`config.mk`:
```
export PLATFORM = sky130hd
export DESIGN_NAME = dsk_host_port
export DESIGN_NICKNAME = d
export VERILOG_FILES = /design/src/design/dsk_pkg.sv /design/src/design/dsk_host_port.sv /design/src/design/dsk_settle_timer.sv /design/src/design/dsk_sync.sv
export VERILOG_INCLUDE_DIRS = /design/src /design/src/design
export SDC_FILE = /design/constraint.sdc
export NUM_CORES = 1
export LEC_CHECK = 0
export BUFFER_PORTS_ARGS = -buffer_cell sky130_fd_sc_hd__buf_2
export CORE_MARGIN = 1
export CORE_UTILIZATION = 30
export DETAILED_ROUTE_END_ITERATION = 16
export PLACE_DENSITY_LB_ADDON = 0.05
export SLEW_MARGIN = 30
export SYNTH_ARGS = -nofsm -noshare
export SYNTH_HDL_FRONTEND = slang
export SYNTH_SLANG_ARGS = --single-unit
```
`constraint.sdc`:
```
create_clock -name CLK_IN -period 2.2 [get_ports CLK_IN]
set_input_delay 0.22 -clock CLK_IN [delete_from_list [all_inputs] [get_ports CLK_IN]]
set_output_delay 0.22 -clock CLK_IN [all_outputs]
set_load 0.03 [all_outputs]
```
`src/design/dsk_defs.svh`:
```
`ifndef DSK_DEFS_SVH
`define DSK_DEFS_SVH

// ****************************************
// Timing
// ****************************************
`define DSK_SETTLE_MS 10
`define DSK_CLK_KHZ 100000

// ****************************************
// Widths and pin vector layout
// ****************************************
`define DSK_BUS_W 5
`define DSK_HEAD_W 4
`define DSK_SYNC_W 15
`define DSK_ADDR_W 12

// ****************************************
// Register offsets (byte addresses)
// ****************************************
`define DSK_OFF_CTRL 12'h000
`define DSK_OFF_STATUS 12'h004
`define DSK_OFF_POSN 12'h008
`define DSK_OFF_INT_STS 12'h00c
`define DSK_OFF_INT_MASK 12'h010

// ****************************************
// Field positions
// ****************************************
`define DSK_CTRL_HOME 0
`define DSK_CTRL_FCLR 1
`define DSK_CB_WRITE 0
`define DSK_CB_READ 1
`define DSK_CB_SEEK 2
`define DSK_CB_HCLR 3
`define DSK_CB_ERASE 4
`define DSK_IRQ_POS 0
`define DSK_IRQ_FAULT 1
`define DSK_IRQ_REFUSED 2
`define DSK_IRQ_W 3
`define DSK_POSN_TGT_LSB 8
`define DSK_POSN_DIFF_LSB 16
`define DSK_POSN_HEAD_LSB 24
`define DSK_POSN_CTL_LSB 28
`define DSK_INT_MASK_RST 3'h0

`endif

```
`src/design/dsk_pkg.sv`:
```
package dsk_pkg;

   // ****************************************
   // Sequencer states, Gray along first seek
   // ****************************************
   typedef enum logic [2:0] {
      DSK_IDLE = 3'b000,
      DSK_SPIN = 3'b001,
      DSK_LOAD = 3'b011,
      DSK_RETRACT = 3'b010,
      DSK_SETTLE = 3'b110,
      DSK_READY = 3'b111,
      DSK_SEEK = 3'b101
   } dsk_state_t;

   // Meaning of the shared bus, picked by strobe
   typedef enum logic [2:0] {
      DSK_SEL_NONE, DSK_SEL_CYL, DSK_SEL_DIFF, DSK_SEL_RDCYL, DSK_SEL_HEAD, DSK_SEL_CTL
   } dsk_sel_t;

   // Control strobe wins if the controller overlaps strobes
   function automatic dsk_sel_t dsk_decode_sel(input logic [4:0] stb);
      if (stb[4]) return DSK_SEL_CTL;
      else if (stb[3]) return DSK_SEL_HEAD;
      else if (stb[2]) return DSK_SEL_RDCYL;
      else if (stb[1]) return DSK_SEL_DIFF;
      else if (stb[0]) return DSK_SEL_CYL;
      else return DSK_SEL_NONE;
   endfunction : dsk_decode_sel

endpackage : dsk_pkg

```
`src/design/dsk_host_port.sv`:
```
// How it works
// - Once the pack is at speed the carriage drives forward until heads load, then reverses.
// - The reverse motion stops at cylinder zero when the detent engages.
// - Positioned status rises a fixed 10 ms after any positioning motion ends in detent.
// - Read, write, seek and home recalibrate are accepted only after first seek is done.
// - The shared bus is read according to whichever of the five strobes is active.
// - Under cylinder, offset, readback and head strobes bus bits weigh 1, 2, 4 and up.
// - Under the control strobe bit 0 enables the write drivers.
// - Under the control strobe bit 1 enables the read data output line.
// - Under the control strobe bit 2 starts forward carriage movement.
// - Under the control strobe bit 3 clears the head register; bit 3 weighs 8 otherwise.
// - Under the control strobe bit 4 enables the erase driver.
// - Read and write selected together set the fault flag, which stays clear until recurrence.
// - Read, write or erase selected without positioned status sets the fault flag.
//
// The APB register port and the register offsets are this design's own decisions.
`timescale 1ns/10ps
`include "dsk_defs.svh"
`default_nettype none
module dsk_host_port #(
   parameter int SETTLE_CYCLES = `DSK_SETTLE_MS * `DSK_CLK_KHZ
) (
   input wire logic CLK_IN,
   input wire logic ARST_N_IN,
   input wire logic PSEL_IN,
   input wire logic PENABLE_IN,
   input wire logic PWRITE_IN,
   input wire logic [`DSK_ADDR_W-1:0] PADDR_IN,
   input wire logic [31:0] PWDATA_IN,
   output logic [31:0] PRDATA_OUT,
   output logic PREADY_OUT,
   output logic PSLVERR_OUT,
   input wire logic SEQUENCE_IN,
   input wire logic PACK_AT_SPEED_IN,
   input wire logic HEADS_LOADED_IN,
   input wire logic DETENT_ENGAGED_IN,
   input wire logic CYL_ZERO_IN,
   input wire logic [4:0] SELECT_IN,
   input wire logic [`DSK_BUS_W-1:0] BUS_DATA_IN,
   output logic [`DSK_BUS_W-1:0] BUS_DATA_OUT,
   output logic BUS_OE_N_OUT,
   output logic CARRIAGE_FWD_OUT,
   output logic CARRIAGE_REV_OUT,
   output logic POSITIONED_OUT,
   output logic WRITE_DRV_EN_OUT,
   output logic READ_DATA_EN_OUT,
   output logic ERASE_EN_OUT,
   output logic [`DSK_HEAD_W-1:0] HEAD_ADDR_OUT,
   output logic FAULT_OUT,
   output logic IRQ_OUT,
   output var dsk_pkg::dsk_state_t STATE_OUT
);
   import dsk_pkg::*;

   // ****************************************
   // Pin synchronisation
   // ****************************************
   logic [`DSK_SYNC_W-1:0] pins_s;
   logic seq_s, speed_s, loaded_s, detent_s, zero_s;
   logic [4:0] stb_s;
   logic [`DSK_BUS_W-1:0] bus_s;
   logic detent_q_ff;
   logic det_rise;
   dsk_sel_t sel;

   dsk_sync #(.W(`DSK_SYNC_W)) u_sync (
      .clk_in(CLK_IN),
      .arst_n_in(ARST_N_IN),
      .d_in({SEQUENCE_IN, PACK_AT_SPEED_IN, HEADS_LOADED_IN, DETENT_ENGAGED_IN,
             CYL_ZERO_IN, SELECT_IN, BUS_DATA_IN}),
      .q_out(pins_s)
   );

   // Strobe and bus share one sync stage so they stay aligned
   assign {seq_s, speed_s, loaded_s, detent_s, zero_s, stb_s, bus_s} = pins_s;
   assign sel = dsk_decode_sel(stb_s);
   assign det_rise = detent_s && !detent_q_ff;

   // Edge memory for detent; resets as engaged, yet the synchroniser resets low, so a resting pin still gives one edge two clocks after reset
   always_ff @(posedge CLK_IN or negedge ARST_N_IN) begin
      if (!ARST_N_IN) begin
         detent_q_ff <= 1'b1;
      end else begin
         detent_q_ff <= detent_s;
      end
   end

   // ****************************************
   // Bus capture registers
   // ****************************************
   logic [`DSK_BUS_W-1:0] tgt_ff, diff_ff, ctl_ff, cur_ff;
   logic [`DSK_HEAD_W-1:0] head_ff;
   logic seek_req, home_req, positioned_ff;

   // Latch only under the matching strobe; idle bus is ignored
   always_ff @(posedge CLK_IN or negedge ARST_N_IN) begin
      if (!ARST_N_IN) begin
         tgt_ff <= '0;
         diff_ff <= '0;
         ctl_ff <= '0;
      end else begin
         if (sel == DSK_SEL_CYL) tgt_ff <= bus_s;
         if (sel == DSK_SEL_DIFF) diff_ff <= bus_s;
         if (sel == DSK_SEL_CTL) ctl_ff <= bus_s;
      end
   end

   // Head register; control bit 3 clears it
   always_ff @(posedge CLK_IN or negedge ARST_N_IN) begin
      if (!ARST_N_IN) begin
         head_ff <= '0;
      end else if (sel == DSK_SEL_CTL && bus_s[`DSK_CB_HCLR]) begin
         head_ff <= '0;
      end else if (sel == DSK_SEL_HEAD) begin
         head_ff <= bus_s[`DSK_HEAD_W-1:0];
      end
   end

   // Seek fires on the 0-to-1 of bit 2, so a held strobe seeks once
   assign seek_req = (sel == DSK_SEL_CTL) && bus_s[`DSK_CB_SEEK] && !ctl_ff[`DSK_CB_SEEK];

   // Readback drives the current cylinder; enable low while driving
   always_ff @(posedge CLK_IN or negedge ARST_N_IN) begin
      if (!ARST_N_IN) begin
         BUS_DATA_OUT <= '0;
         BUS_OE_N_OUT <= 1'b1;
      end else begin
         BUS_DATA_OUT <= (sel == DSK_SEL_RDCYL) ? cur_ff : '0;
         BUS_OE_N_OUT <= (sel != DSK_SEL_RDCYL);
      end
   end

   // ****************************************
   // Positioning sequencer
   // ****************************************
   dsk_state_t state_ff, nxt_state;
   logic settle_done;

   dsk_settle_timer #(.LIMIT(SETTLE_CYCLES)) u_settle (
      .clk_in(CLK_IN),
      .arst_n_in(ARST_N_IN),
      .run_in(state_ff == DSK_SETTLE),
      .done_out(settle_done)
   );

   // Dropping the sequence signal powers the mechanism down from anywhere
   always_comb begin
      nxt_state = state_ff;
      case (state_ff)
         DSK_IDLE: if (seq_s) nxt_state = DSK_SPIN;
         DSK_SPIN: if (speed_s) nxt_state = DSK_LOAD;
         DSK_LOAD: if (loaded_s) nxt_state = DSK_RETRACT;
         DSK_RETRACT: if (det_rise && zero_s) nxt_state = DSK_SETTLE;
         DSK_SEEK: if (det_rise) nxt_state = DSK_SETTLE;
         DSK_SETTLE: if (settle_done) nxt_state = DSK_READY;
         DSK_READY: begin
            if (home_req) nxt_state = DSK_RETRACT;
            else if (seek_req) nxt_state = DSK_SEEK;
         end
         default: nxt_state = DSK_IDLE;
      endcase
      if (!seq_s) nxt_state = DSK_IDLE;
   end

   // State, carriage drive and positioned status
   always_ff @(posedge CLK_IN or negedge ARST_N_IN) begin
      if (!ARST_N_IN) begin
         state_ff <= DSK_IDLE;
         positioned_ff <= 1'b0;
         CARRIAGE_FWD_OUT <= 1'b0;
         CARRIAGE_REV_OUT <= 1'b0;
      end else begin
         state_ff <= nxt_state;
         positioned_ff <= (nxt_state == DSK_READY);
         CARRIAGE_FWD_OUT <= (nxt_state == DSK_LOAD) || (nxt_state == DSK_SEEK);
         CARRIAGE_REV_OUT <= (nxt_state == DSK_RETRACT);
      end
   end

   // Current cylinder follows each completed motion
   always_ff @(posedge CLK_IN or negedge ARST_N_IN) begin
      if (!ARST_N_IN) begin
         cur_ff <= '0;
      end else if (state_ff == DSK_RETRACT && nxt_state == DSK_SETTLE) begin
         cur_ff <= '0;
      end else if (state_ff == DSK_SEEK && nxt_state == DSK_SETTLE) begin
         cur_ff <= cur_ff + diff_ff;
      end
   end

   // Drivers stay off until positioned; gating avoids writing off track
   always_ff @(posedge CLK_IN or negedge ARST_N_IN) begin
      if (!ARST_N_IN) begin
         WRITE_DRV_EN_OUT <= 1'b0;
         READ_DATA_EN_OUT <= 1'b0;
         ERASE_EN_OUT <= 1'b0;
      end else begin
         WRITE_DRV_EN_OUT <= ctl_ff[`DSK_CB_WRITE] && positioned_ff;
         READ_DATA_EN_OUT <= ctl_ff[`DSK_CB_READ] && positioned_ff;
         ERASE_EN_OUT <= ctl_ff[`DSK_CB_ERASE] && positioned_ff;
      end
   end

   assign POSITIONED_OUT = positioned_ff;
   assign HEAD_ADDR_OUT = head_ff;
   assign STATE_OUT = state_ff;

   // ****************************************
   // Fault flag
   // ****************************************
   logic fault_ff, fault_cond, fault_clr;
   logic apb_wr, apb_setup;

   assign fault_cond = (ctl_ff[`DSK_CB_READ] && ctl_ff[`DSK_CB_WRITE])
      || ((ctl_ff[`DSK_CB_READ] || ctl_ff[`DSK_CB_WRITE] || ctl_ff[`DSK_CB_ERASE])
          && !positioned_ff);
   assign apb_wr = PSEL_IN && PENABLE_IN && PWRITE_IN;
   assign apb_setup = PSEL_IN && !PENABLE_IN;
   assign fault_clr = apb_wr && (PADDR_IN == `DSK_OFF_CTRL) && PWDATA_IN[`DSK_CTRL_FCLR];
   assign home_req = apb_wr && (PADDR_IN == `DSK_OFF_CTRL) && PWDATA_IN[`DSK_CTRL_HOME];

   // A live cause beats the clear, so the flag stays clear only once it is gone
   always_ff @(posedge CLK_IN or negedge ARST_N_IN) begin
      if (!ARST_N_IN) begin
         fault_ff <= 1'b0;
      end else if (fault_cond) begin
         fault_ff <= 1'b1;
      end else if (fault_clr) begin
         fault_ff <= 1'b0;
      end
   end
   assign FAULT_OUT = fault_ff;

   // ****************************************
   // Interrupts and APB slave
   // ****************************************
   logic [`DSK_IRQ_W-1:0] int_sts_ff, int_mask_ff, int_evt, int_w1c;
   logic refused, positioned_q_ff;

   // Commands arriving before the drive is positioned are dropped and flagged
   assign refused = (home_req || seek_req) && (state_ff != DSK_READY);

   // Edge memory for the positioned event
   always_ff @(posedge CLK_IN or negedge ARST_N_IN) begin
      if (!ARST_N_IN) begin
         positioned_q_ff <= 1'b0;
      end else begin
         positioned_q_ff <= positioned_ff;
      end
   end
   assign int_evt = {refused, fault_cond && !fault_ff, positioned_ff && !positioned_q_ff};
   assign int_w1c = (apb_wr && PADDR_IN == `DSK_OFF_INT_STS) ?
                    PWDATA_IN[`DSK_IRQ_W-1:0] : '0;

   // Sticky status, set wins over write-one-to-clear
   always_ff @(posedge CLK_IN or negedge ARST_N_IN) begin
      if (!ARST_N_IN) begin
         int_sts_ff <= '0;
         int_mask_ff <= `DSK_INT_MASK_RST;
      end else begin
         int_sts_ff <= (int_sts_ff & ~int_w1c) | int_evt;
         if (apb_wr && PADDR_IN == `DSK_OFF_INT_MASK) int_mask_ff <= PWDATA_IN[`DSK_IRQ_W-1:0];
      end
   end
   assign IRQ_OUT = |(int_sts_ff & int_mask_ff);

   // Read data prepared in the setup cycle; access phase never waits
   assign PREADY_OUT = 1'b1;
   always_ff @(posedge CLK_IN or negedge ARST_N_IN) begin
      if (!ARST_N_IN) begin
         PRDATA_OUT <= 32'h0;
         PSLVERR_OUT <= 1'b0;
      end else if (apb_setup) begin
         PSLVERR_OUT <= 1'b0;
         if (PADDR_IN == `DSK_OFF_CTRL) begin
            PRDATA_OUT <= 32'h0;
         end else if (PADDR_IN == `DSK_OFF_STATUS) begin
            PRDATA_OUT <= {26'h0, fault_ff, positioned_ff, 1'b0, state_ff};
         end else if (PADDR_IN == `DSK_OFF_POSN) begin
            PRDATA_OUT <= {ctl_ff[3:0], head_ff, 3'h0, diff_ff, 3'h0, tgt_ff, 3'h0, cur_ff};
         end else if (PADDR_IN == `DSK_OFF_INT_STS) begin
            PRDATA_OUT <= {29'h0, int_sts_ff};
         end else if (PADDR_IN == `DSK_OFF_INT_MASK) begin
            PRDATA_OUT <= {29'h0, int_mask_ff};
         end else begin
            PRDATA_OUT <= 32'h0;
            PSLVERR_OUT <= 1'b1;
         end
      end
   end

   logic [20:0] settle_len_ff;
   // Length of the current settle span, read by the timing check
   always_ff @(posedge CLK_IN or negedge ARST_N_IN) begin
      if (!ARST_N_IN) settle_len_ff <= 21'h0;
      else settle_len_ff <= (state_ff == DSK_SETTLE) ? settle_len_ff + 21'h1 : 21'h0;
   end
endmodule : dsk_host_port
`default_nettype wire

```
`src/design/dsk_settle_timer.sv`:
```
`timescale 1ns/10ps
`default_nettype none
// Counts while run is high; done on the last cycle of the span
module dsk_settle_timer #(parameter int LIMIT = 1000000) (
   input wire logic clk_in,
   input wire logic arst_n_in,
   input wire logic run_in,
   output logic done_out
);
   logic [19:0] cnt_ff;

   assign done_out = run_in && (cnt_ff == 20'(LIMIT - 1));

   // Restarts from zero whenever run drops
   always_ff @(posedge clk_in or negedge arst_n_in) begin
      if (!arst_n_in) begin
         cnt_ff <= 20'h0;
      end else if (!run_in || done_out) begin
         cnt_ff <= 20'h0;
      end else begin
         cnt_ff <= cnt_ff + 20'h1;
      end
   end
endmodule : dsk_settle_timer
`default_nettype wire

```
`src/design/dsk_sync.sv`:
```
`timescale 1ns/10ps
`default_nettype none
// Two-stage synchroniser; first stage feeds only the second
module dsk_sync #(parameter int W = 1) (
   input wire logic clk_in,
   input wire logic arst_n_in,
   input wire logic [W-1:0] d_in,
   output logic [W-1:0] q_out
);
   logic [W-1:0] meta_ff;

   // Both stages clear to zero under reset
   always_ff @(posedge clk_in or negedge arst_n_in) begin
      if (!arst_n_in) begin
         meta_ff <= '0;
         q_out <= '0;
      end else begin
         meta_ff <= d_in;
         q_out <= meta_ff;
      end
   end
endmodule : dsk_sync
`default_nettype wire

```
==> metrics, run 1 <==
Post-synth top cells dfrtp_1, nor2_1, nand2_1; Area contributors post-synth dfrtp_1, mux2_2, a22o_1, nor2_1, xnor2_1; Detail Placement HPWL 8100 µm; outcome finished clean; Buffers on Ports 80; crit path kind reg2reg; final core occ 39.1%; Synth warnings 0; Die Wd 132 µm; DR vias 3485; routability cong. 0.790; antenna cells 0; count of pins over their slew limit 0; share of layout cells above drive strength 1 28.4%; Final setup viols 0; pin count of the biggest net entering global routing 41; Synth area leader dfrtp_1; leakage power 3.04 nW; Critical Path Fanout Max 3; post-synthesis compound-gate area fraction 10.8%; Mapped Area 5080 µm²; Psw 0.00134 W; Worst Tran Pin Value 0.654 ns; Comb pwr share 7.0%; Clock power frac 49.1%; TritonCTS clock tree built; Adder-Cell Fraction of Synth Area 1.62%; min Tclk post-route 1.95 ns; relative slew slack 55.9%; Post-CTS Setup Repair Bufs 0; Final period util 88.5%; Post-Synth XOR/XNOR Area 3.62%; sequential power share 43.9%; First-pass DRT Iterations 5; Sw Share 24.0%; RSZ-0062 raised after global routing no; Routed Antenna Nets 0; Max VDD drop 0.000523 V; max frequency 0.514 GHz; Avg Cell Area, Syn 12.3 µm²; setup_tns 0 ns; Rows 47; antenna violations before repair 0; dpl ws 0.223 ns; Syn-to-layout area delta 27.5%; initial core utilization 30.7%; number of global-route vias before repair 3531; via density per instance 4.62; crit start category register; top_reg_cell synth dfrtp_1; Root Driver clkbuf_16; Crit path required time 2.51 ns; synth unique cells 58; Top Ports 119; final net count 592; mux cell area share after synthesis 5.19%; Fillers 1671; Max Clock Skew 0.0122 ns; Min-Delay Path Class in2reg; Yosys reg bits 123; asr flop ratio synth 100%; Clk Latency, worst-skew pair 0.42 ns; first-pass GRT wire length 19300 µm; top-count cell post-synth dfrtp_1; GR Util All Layers 14.6%; Die Span Y 132 µm; final hold violation count 0; critical path capture point type register; CP arrival 2.25 ns; TritonCTS buffer count 17; max-cap violations 0; clock-pin slew on the worst setup and hold paths 0.06 ns; Die Area 17500 µm²; cell internal pwr 0.00424 W; wirelength, routed 11700 µm; Core ar. 16600 µm²; CTS H-Tree Depth 4; Initial DRC Count 153; Post-synth EDFFs 0; PwrDens 860 nW/µm²; register area share after synthesis 60.6%; Final WS setup 0.254 ns; largest family of logic cells by synthesized area simple AND/OR/NAND/NOR gates; drt wl/cell 15.5 µm; largest buffer count on any clock path 2; top cell type's share of synthesized area 59.5%; global route overflow 0; CTS Sinks 123; synthesized instance count 414; DR DRC count 0; simple-gate portion of the synthesized area 14.1%
-- sequential cells by signal, indices dropped and copies added, names as in the netlist, 15 cells and up --
signal           cells
PRDATA_OUT          24
u_settle.cnt_ff     20
u_sync.meta_ff      15
u_sync.q_out        15
-- critical path: stages (launching register included) --
cell and delay (ns):
dfrtp_1 0.40, ha_1 0.24, fa_1 0.40, a21o_1 0.17, a21oi_1 0.18, xnor2_1 0.15, o21ai_0 0.11, o21ba_2 0.20
-- power groups by stage --
stage                     clock (W)  sequential [W]  combinational, W
after detailed placement          0         0.00249          0.000374
final                       0.00274         0.00245          0.000388
after floorplan                   0         0.00249          0.000219
after global routing        0.00292         0.00247          0.000432
after CTS                   0.00282         0.00245          0.000397
after global placement            0         0.00249          0.000369
-- stage by stage --
| stage | cell area, µm² | hold slack (ns) | power (W) | std cells |
|---|---|---|---|---|
| floorplan | 5110 | -0.0756 | 0.00271 | 421 |
| global placement | 5730 | 0.223 | 0.00286 | 707 |
| detailed placement | 5730 | 0.223 | 0.00287 | 707 |
| CTS | 6480 | 0.0413 | 0.00567 | 755 |
| global route | 6480 | 0.0572 | 0.00582 | 755 |
| finish | 6480 | 0.0566 | 0.00558 | 755 |
-- cell families (layout without fill, tap and decap cells) --
group	after synthesis	in the layout
simple gates	133	133
buf+inv	33	147
compound gates	72	72
other cells	2	9
flops	123	123
mux	24	24
fa+ha+maj	6	6
xor+xnor	21	21
-- timing repair --
action | in CTS | in global routing
gates resized for setup | 0 | 0
hold buffers | 16 | 0
hold endpoints to repair | 45 | 0
-- layout by cell type, fill, tap and decap left out, types with 9 or more instances in the layout --
cell and n:
xnor2_1 14, clkbuf_16 17, and3_1 9, buf_2 79, nand2_1 25, dfrtp_1 121
a22o_1 23, conb_1 9, o22ai_1 9, mux2_2 19, dlygate4sd3_1 16, a21oi_1 9
and2_1 13, nand3_1 10, nor2_1 34, buf_4 12
-- cell type report --
cell class | count | area [µm²] | share of cell area (%)
Clock inverter | 13 | 144 | 2.22
Tap cell | 220 | 275 | 4.25
Timing Repair Buffer | 109 | 686 | 10.6
Sequential cell | 123 | 3080 | 47.5
Clock buffer | 19 | 443 | 6.83
Multi-Input combinational cell | 265 | 1830 | 28.2
Inverter | 6 | 22.5 | 0.347
-- per-layer routing --
metal / up-vias / track usage [%] / share of wire [%]
met5: - / 0 / 0
met4: 0 / 6.90 / 1.9
met3: 15 / 4.34 / 4.7
met2: 87 / 21.8 / 46
met1: 1710 / 19.3 / 48
li1: 1673 / - / -
-- worst paths after layout --
check / slack (ns) / startpoint / endpoint / cells past startpoint
worst max-delay path: 0.25 / diff_ff[0] / cur_ff[4] / 7
worst min-delay path: 0.06 / PWDATA_IN[2] / int_mask_ff[2] / 2
worst max register to register: 0.25 / diff_ff[0] / cur_ff[4] / 7
worst min register to register: 0.35 / u_sync.meta_ff[5] / u_sync.q_out[5] / 0
max in group asynchronous: 1.24 / ARST_N_IN / u_settle.cnt_ff[4] / 3
min in group asynchronous: 0.33 / ARST_N_IN / u_sync.q_out[11] / 2
No activity file was read; power rests on OpenSTA's default activity.
==> inputs of run 2 (changes only) <==
CORE_ASPECT_RATIO = 0.75   (was unset)
PLACE_DENSITY = 0.5   (was unset)
PLACE_DENSITY_LB_ADDON = unset   (was 0.05)
==> metrics, run 2 (synthesis gave the netlist of run 1 again) <==
commonest non-fill, non-tap cell in the layout dfrtp_1; Placed Area 5690 µm² (-0.83%); DR DRC count 7 (+7); Top reg by flops PRDATA_OUT; setup_tns 0 ns (unchanged); via density per instance 4.70 (+1.8%); Comb pwr share 6.6% (-0.4 points); PwrDens 908 nW/µm² (+5.5%); Die Span Y 115 µm (-13%); critical path capture point type register; Reg2Reg Setup Slack 0.20 ns (-0.05 ns); CP arrival 2.28 ns (+0.03 ns); drt wl/cell 15.7 µm (+1.2%); DR vias 3485 (unchanged); Root Driver clkbuf_16; Max VDD drop 0.000506 V (-3.3%); RSZ-0062 raised after global routing no; Final setup viols 0 (unchanged); routability cong. 0.829 (+5.0%); wirelength, routed 11600 µm (-0.55%); max reg flops 24 (unchanged); Min-Delay Path Class in2reg; global route overflow 0 (unchanged); Clk Latency, worst-skew pair 0.40 ns (-0.02 ns); crit start category register; outcome finished, violations left; antenna violations before repair 0 (unchanged); max-cap violations 0 (unchanged); final hold violation count 0 (unchanged); final hold slack 0.0763 ns (+0.0197 ns); cell internal pwr 0.00458 W (+8.1%); initial core utilization 31.3% (+0.60 points); Reg area 3080 µm² (unchanged); Core ar. 16300 µm² (-1.9%); CTS H-Tree Depth 4 (unchanged); Die Area 17500 µm² (about the same); TritonCTS buffer count 17 (unchanged); first-pass GRT wire length 19200 µm (-0.71%); sequential power share 41.5% (-2.4 points); most frequent cells in the layout dfrtp_1, buf_2, nor2_1; post-cts resize count 0 (unchanged); clock-pin slew on the worst setup and hold paths 0.06 ns (about the same); final core occ 40.0% (+0.90 points); pin count of the biggest net entering global routing 60 (+46%); biggest regs PRDATA_OUT: 24 flops, u_settle.cnt_ff: 20 flops; share of layout cells above drive strength 1 28.2% (-0.22 points); GR Util All Layers 14.3% (-0.23 points); crit path kind reg2reg; Detail Placement HPWL 8150 µm (+0.55%); Rows 40 (-15%); Die Wd 152 µm (+15%); largest buffer count on any clock path 2 (unchanged); Buffers on Ports 80 (unchanged); Critical Path Fanout Max 4 (+1); Fillers 1558 (-6.8%); Crit path required time 2.49 ns (-0.02 ns); final net count 589 (-0.51%); Final period util 90.8% (+2.3 points); Initial DRC Count 259 (+69%); CTS Sinks 123 (unchanged); number of global-route vias before repair 3587 (+1.6%); Max Clock Skew 0.00958 ns (-0.00267 ns); failing checks design-rule violations; min Tclk post-route 2.00 ns (+0.0514 ns); TritonCTS clock tree built; Clock power frac 51.9% (+2.8 points); fin area 6500 µm² (+0.35%); relative slew slack 59.2% (+3.4 points); Routed Antenna Nets 0 (unchanged); First-pass DRT Iterations 12 (+7); Sw Share 22.4% (-1.6 points); Top Ports 119 (unchanged); Syn-to-layout area delta 27.9%; Multi-input gate area 1830 µm² (unchanged); antenna cells 0 (unchanged); Psw 0.00133 W (-0.98%); max frequency 0.501 GHz (-2.6%); leakage power 3.06 nW (+0.55%); count of pins over their slew limit 0 (unchanged); Worst Tran Pin Value 0.611 ns (-0.0423 ns)
-- run 2: power by group through the flow --
stage / sequential [W] / clock [W] / combinational, W
floorplan: 0.00249 / 0 / 0.000219
global placement: 0.00249 / 0 / 0.000364
detailed placement: 0.00249 / 0 / 0.000371
CTS: 0.00245 / 0.00313 / 0.000394
global route: 0.00247 / 0.00323 / 0.000433
finish: 0.00245 / 0.00307 / 0.000387
-- run 2: metrics by stage --
| stage | setup slack (ns) | cells | total power [W] |
|---|---|---|---|
| 6_report | 0.203 | 742 | 0.00591 |
| 5_1_grt | 0.0333 | 742 | 0.00613 |
| 4_1_cts | 0.207 | 742 | 0.00597 |
| 3_5_place_dp | 0.0951 | 694 | 0.00286 |
| 3_3_place_gp | 0.122 | 694 | 0.00285 |
| 2_1_floorplan | 0.361 | 421 | 0.00271 |
-- run 2: path summary, 6_finish.rpt --
check                                   from              end  cells past startpoint
setup / recovery                   cur_ff[0]        cur_ff[4]                      7
max in group asynchronous          ARST_N_IN      detent_q_ff                      3
min in group asynchronous          ARST_N_IN      PSLVERR_OUT                      2
hold reg to reg            u_sync.meta_ff[6]  u_sync.q_out[6]                      0
setup reg to reg                   cur_ff[0]        cur_ff[4]                      7
hold / removal                  PWDATA_IN[2]   int_mask_ff[2]                      2
-- run 2: final cells by class --
class                   count  area share [%]
flip-flops and latches    123            47.4
multi-input cells         265            28.1
repair buffers            106            10.0
clock buffers              18            6.75
well taps                 210            4.04
clock inverters            14            3.35
inverters                   6           0.346
-- run 2: worst max-delay path: stages, from the launching register on --
cell and delay (ns):
dfrtp_1 0.43, ha_1 0.23, fa_1 0.41, a21o_1 0.17
a21oi_1 0.18, xnor2_1 0.16, o21ai_0 0.11, o21ba_2 0.19
-- run 2: repair_timing --
action,CTS,global route
hold buffers,16,0
endpoints found under the hold margin,56,0
buffers inserted,0,0
-- run 2: layer usage --
layer	global-route usage (%)	up-vias	routed length, µm
li1	-	1672	-
met1	20.1	1713	5780
met2	21.6	92	5090
met3	3.66	8	642
met4	5.10	0	112
met5	0	-	0
==> inputs of run 3 (changes only) <==
CELL_PAD_IN_SITES_DETAIL_PLACEMENT = 1   (was unset)
CELL_PAD_IN_SITES_GLOBAL_PLACEMENT = 1   (was unset)
CORE_UTILIZATION = 35   (was 30)
PLACE_DENSITY = 0.68   (was 0.5)
clock period = 2.16 ns   (was 2.2 ns; I/O delays follow)
==> metrics, run 3 (synthesis gave the netlist of run 1 again) <==
crit start category register; Die Span Y 106 µm (-7.3%); commonest non-fill, non-tap cell in the layout dfrtp_1; clock-pin slew on the worst setup and hold paths 0.05 ns (about the same); largest buffer count on any clock path 2 (unchanged); CP arrival 2.33 ns (+0.05 ns); Min-Delay Path Class in2reg; global route overflow 0 (unchanged); pin count of the biggest net entering global routing 54 (-10%); via density per instance 4.95 (+5.3%); Rows 37 (-7.5%); share of layout cells above drive strength 1 28.3% (+0.13 points); count of pins over their slew limit 0 (unchanged); Initial DRC Count 164 (-37%); max reg flops 24 (unchanged); Top Ports 119 (unchanged); DR vias 3601 (+3.3%); CTS Sinks 123 (unchanged); final core occ 46.5% (+6.5 points); Worst Tran Pin Value 0.570 ns (-0.0420 ns); max-cap violations 0 (unchanged); antenna violations before repair 0 (unchanged); final hold violation count 0 (unchanged); Routed Antenna Nets 0 (unchanged); setup_tns 0 ns (unchanged); Max Clock Skew 0.00914 ns (-0.000440 ns); PwrDens 891 nW/µm² (-1.8%); max frequency 0.491 GHz (-2.0%); Critical Path Fanout Max 4 (unchanged); wirelength, routed 12300 µm (+5.5%); met1 Track Usage GR 24.6% (+4.5 points); Core ar. 13900 µm² (-14%); leakage power 3.04 nW (-0.83%); number of global-route vias before repair 3709 (+3.4%); GR Util All Layers 17.8% (+3.5 points); DR DRC count 0 (-7); most frequent cells in the layout dfrtp_1, buf_2, nor2_1; Crit path required time 2.45 ns (-0.04 ns); crit path kind reg2reg; Fillers 1508 (-3.2%); Die Wd 141 µm (-7.3%); Reg2Reg Setup Slack 0.12 ns (-0.08 ns); drt wl/cell 16.8 µm (+7.5%); biggest regs PRDATA_OUT: 24 flops, u_settle.cnt_ff: 20 flops; Max VDD drop 0.000603 V (+19%); RSZ-0062 raised after global routing no; antenna cells 0 (unchanged); RR Endpoint cur_ff[4]; CP endpoint cur_ff[4]; FF-to-FF path depth 7 (unchanged); relative slew slack 61.6% (+2.4 points); first-pass GRT wire length 20300 µm (+5.5%); outcome finished clean; Final period util 94.4% (+3.6 points); met2 usage 27.5% (+5.9 points); routability cong. 0.800 (-3.5%); CP Launch Point cur_ff[0]; final net count 590 (+0.17%); final hold slack 0.0665 ns (-0.00983 ns); Detail Placement HPWL 8650 µm (+6.2%); GR Util met3 4.41% (+0.76 points); Final setup viols 0 (unchanged); Syn-to-layout area delta 27.4%; reg2reg start cur_ff[0]; First-pass DRT Iterations 4 (-8); Clk Latency, worst-skew pair 0.41 ns (about the same); TritonCTS buffer count 17 (unchanged); grt peak-use layer met2; CTS H-Tree Depth 4 (unchanged); Buffers on Ports 80 (unchanged); Die Area 15000 µm² (-14%); critical path capture point type register; Multi-input gate area 1860 µm² (+1.6%); TritonCTS clock tree built; Reg area 3080 µm² (unchanged); initial core utilization 36.5% (+5.2 points); Top reg by flops PRDATA_OUT; min Tclk post-route 2.04 ns (+0.0413 ns); Root Driver clkbuf_16
## run 3: layout make-up
cell class	count	share of cell area, %
timing repair buffer	107	10.4
multi-input combinational	265	28.7
inverter	6	0.348
clock inverter	14	2.65
sequential	123	47.6
clock buffer	18	6.63
tap	195	3.77
## run 3: worst min-delay path by stage
stage               depth (start not counted)         endpoint    startpoint
finish                                      2   int_mask_ff[2]  PWDATA_IN[2]
floorplan                                   0  BUS_DATA_OUT[0]     ARST_N_IN
global placement                            1      PSLVERR_OUT     ARST_N_IN
CTS                                         2   int_mask_ff[2]  PWDATA_IN[2]
global route                                2   int_mask_ff[2]  PWDATA_IN[2]
detailed placement                          1      PSLVERR_OUT     ARST_N_IN
## run 3: per-layer routing
layer / wire [µm] / part of all wire (%) / vias up
li1: - / - / 1682
met1: 5920 / 48 / 1836
met2: 5740 / 47 / 74
met3: 491 / 4.0 / 9
met4: 109 / 0.89 / 0
met5: 0 / 0 / -
## run 3: through the flow
step | instance area, µm² | cells | total power (W) | setup WS (ns)
detailed placement | 5690 | 680 | 0.00293 | 0.0974
global route | 6480 | 728 | 0.00599 | 0.000857
floorplan | 5110 | 421 | 0.00276 | 0.321
finish | 6480 | 728 | 0.00577 | 0.121
global placement | 5690 | 680 | 0.00290 | 0.158
CTS | 6450 | 728 | 0.00584 | 0.0793
## run 3: critical path, stage by stage, from the launching register on
cell	delay (ns)
dfrtp_1	0.42
ha_1	0.22
fa_1	0.41
a21o_1	0.17
a21oi_1	0.21
xnor2_1	0.17
o21ai_0	0.12
o21ba_2	0.20
## run 3: power breakdown
part / internal (W) / switching, W / total, W
clock: 0.00182 / 0.00105 / 0.00287
sequential: 0.00241 / 0.0000881 / 0.00250
combinational: 0.000175 / 0.000232 / 0.000407
total: 0.00440 / 0.00137 / 0.00577
## run 3: repair_timing
item / in CTS / in global routing
hold buffers: 16 / 0
gates resized for setup: 0 / 4
hold endpoints to repair: 47 / 0
buffers inserted: 0 / 0
setup endpoints to repair: 0 / 20
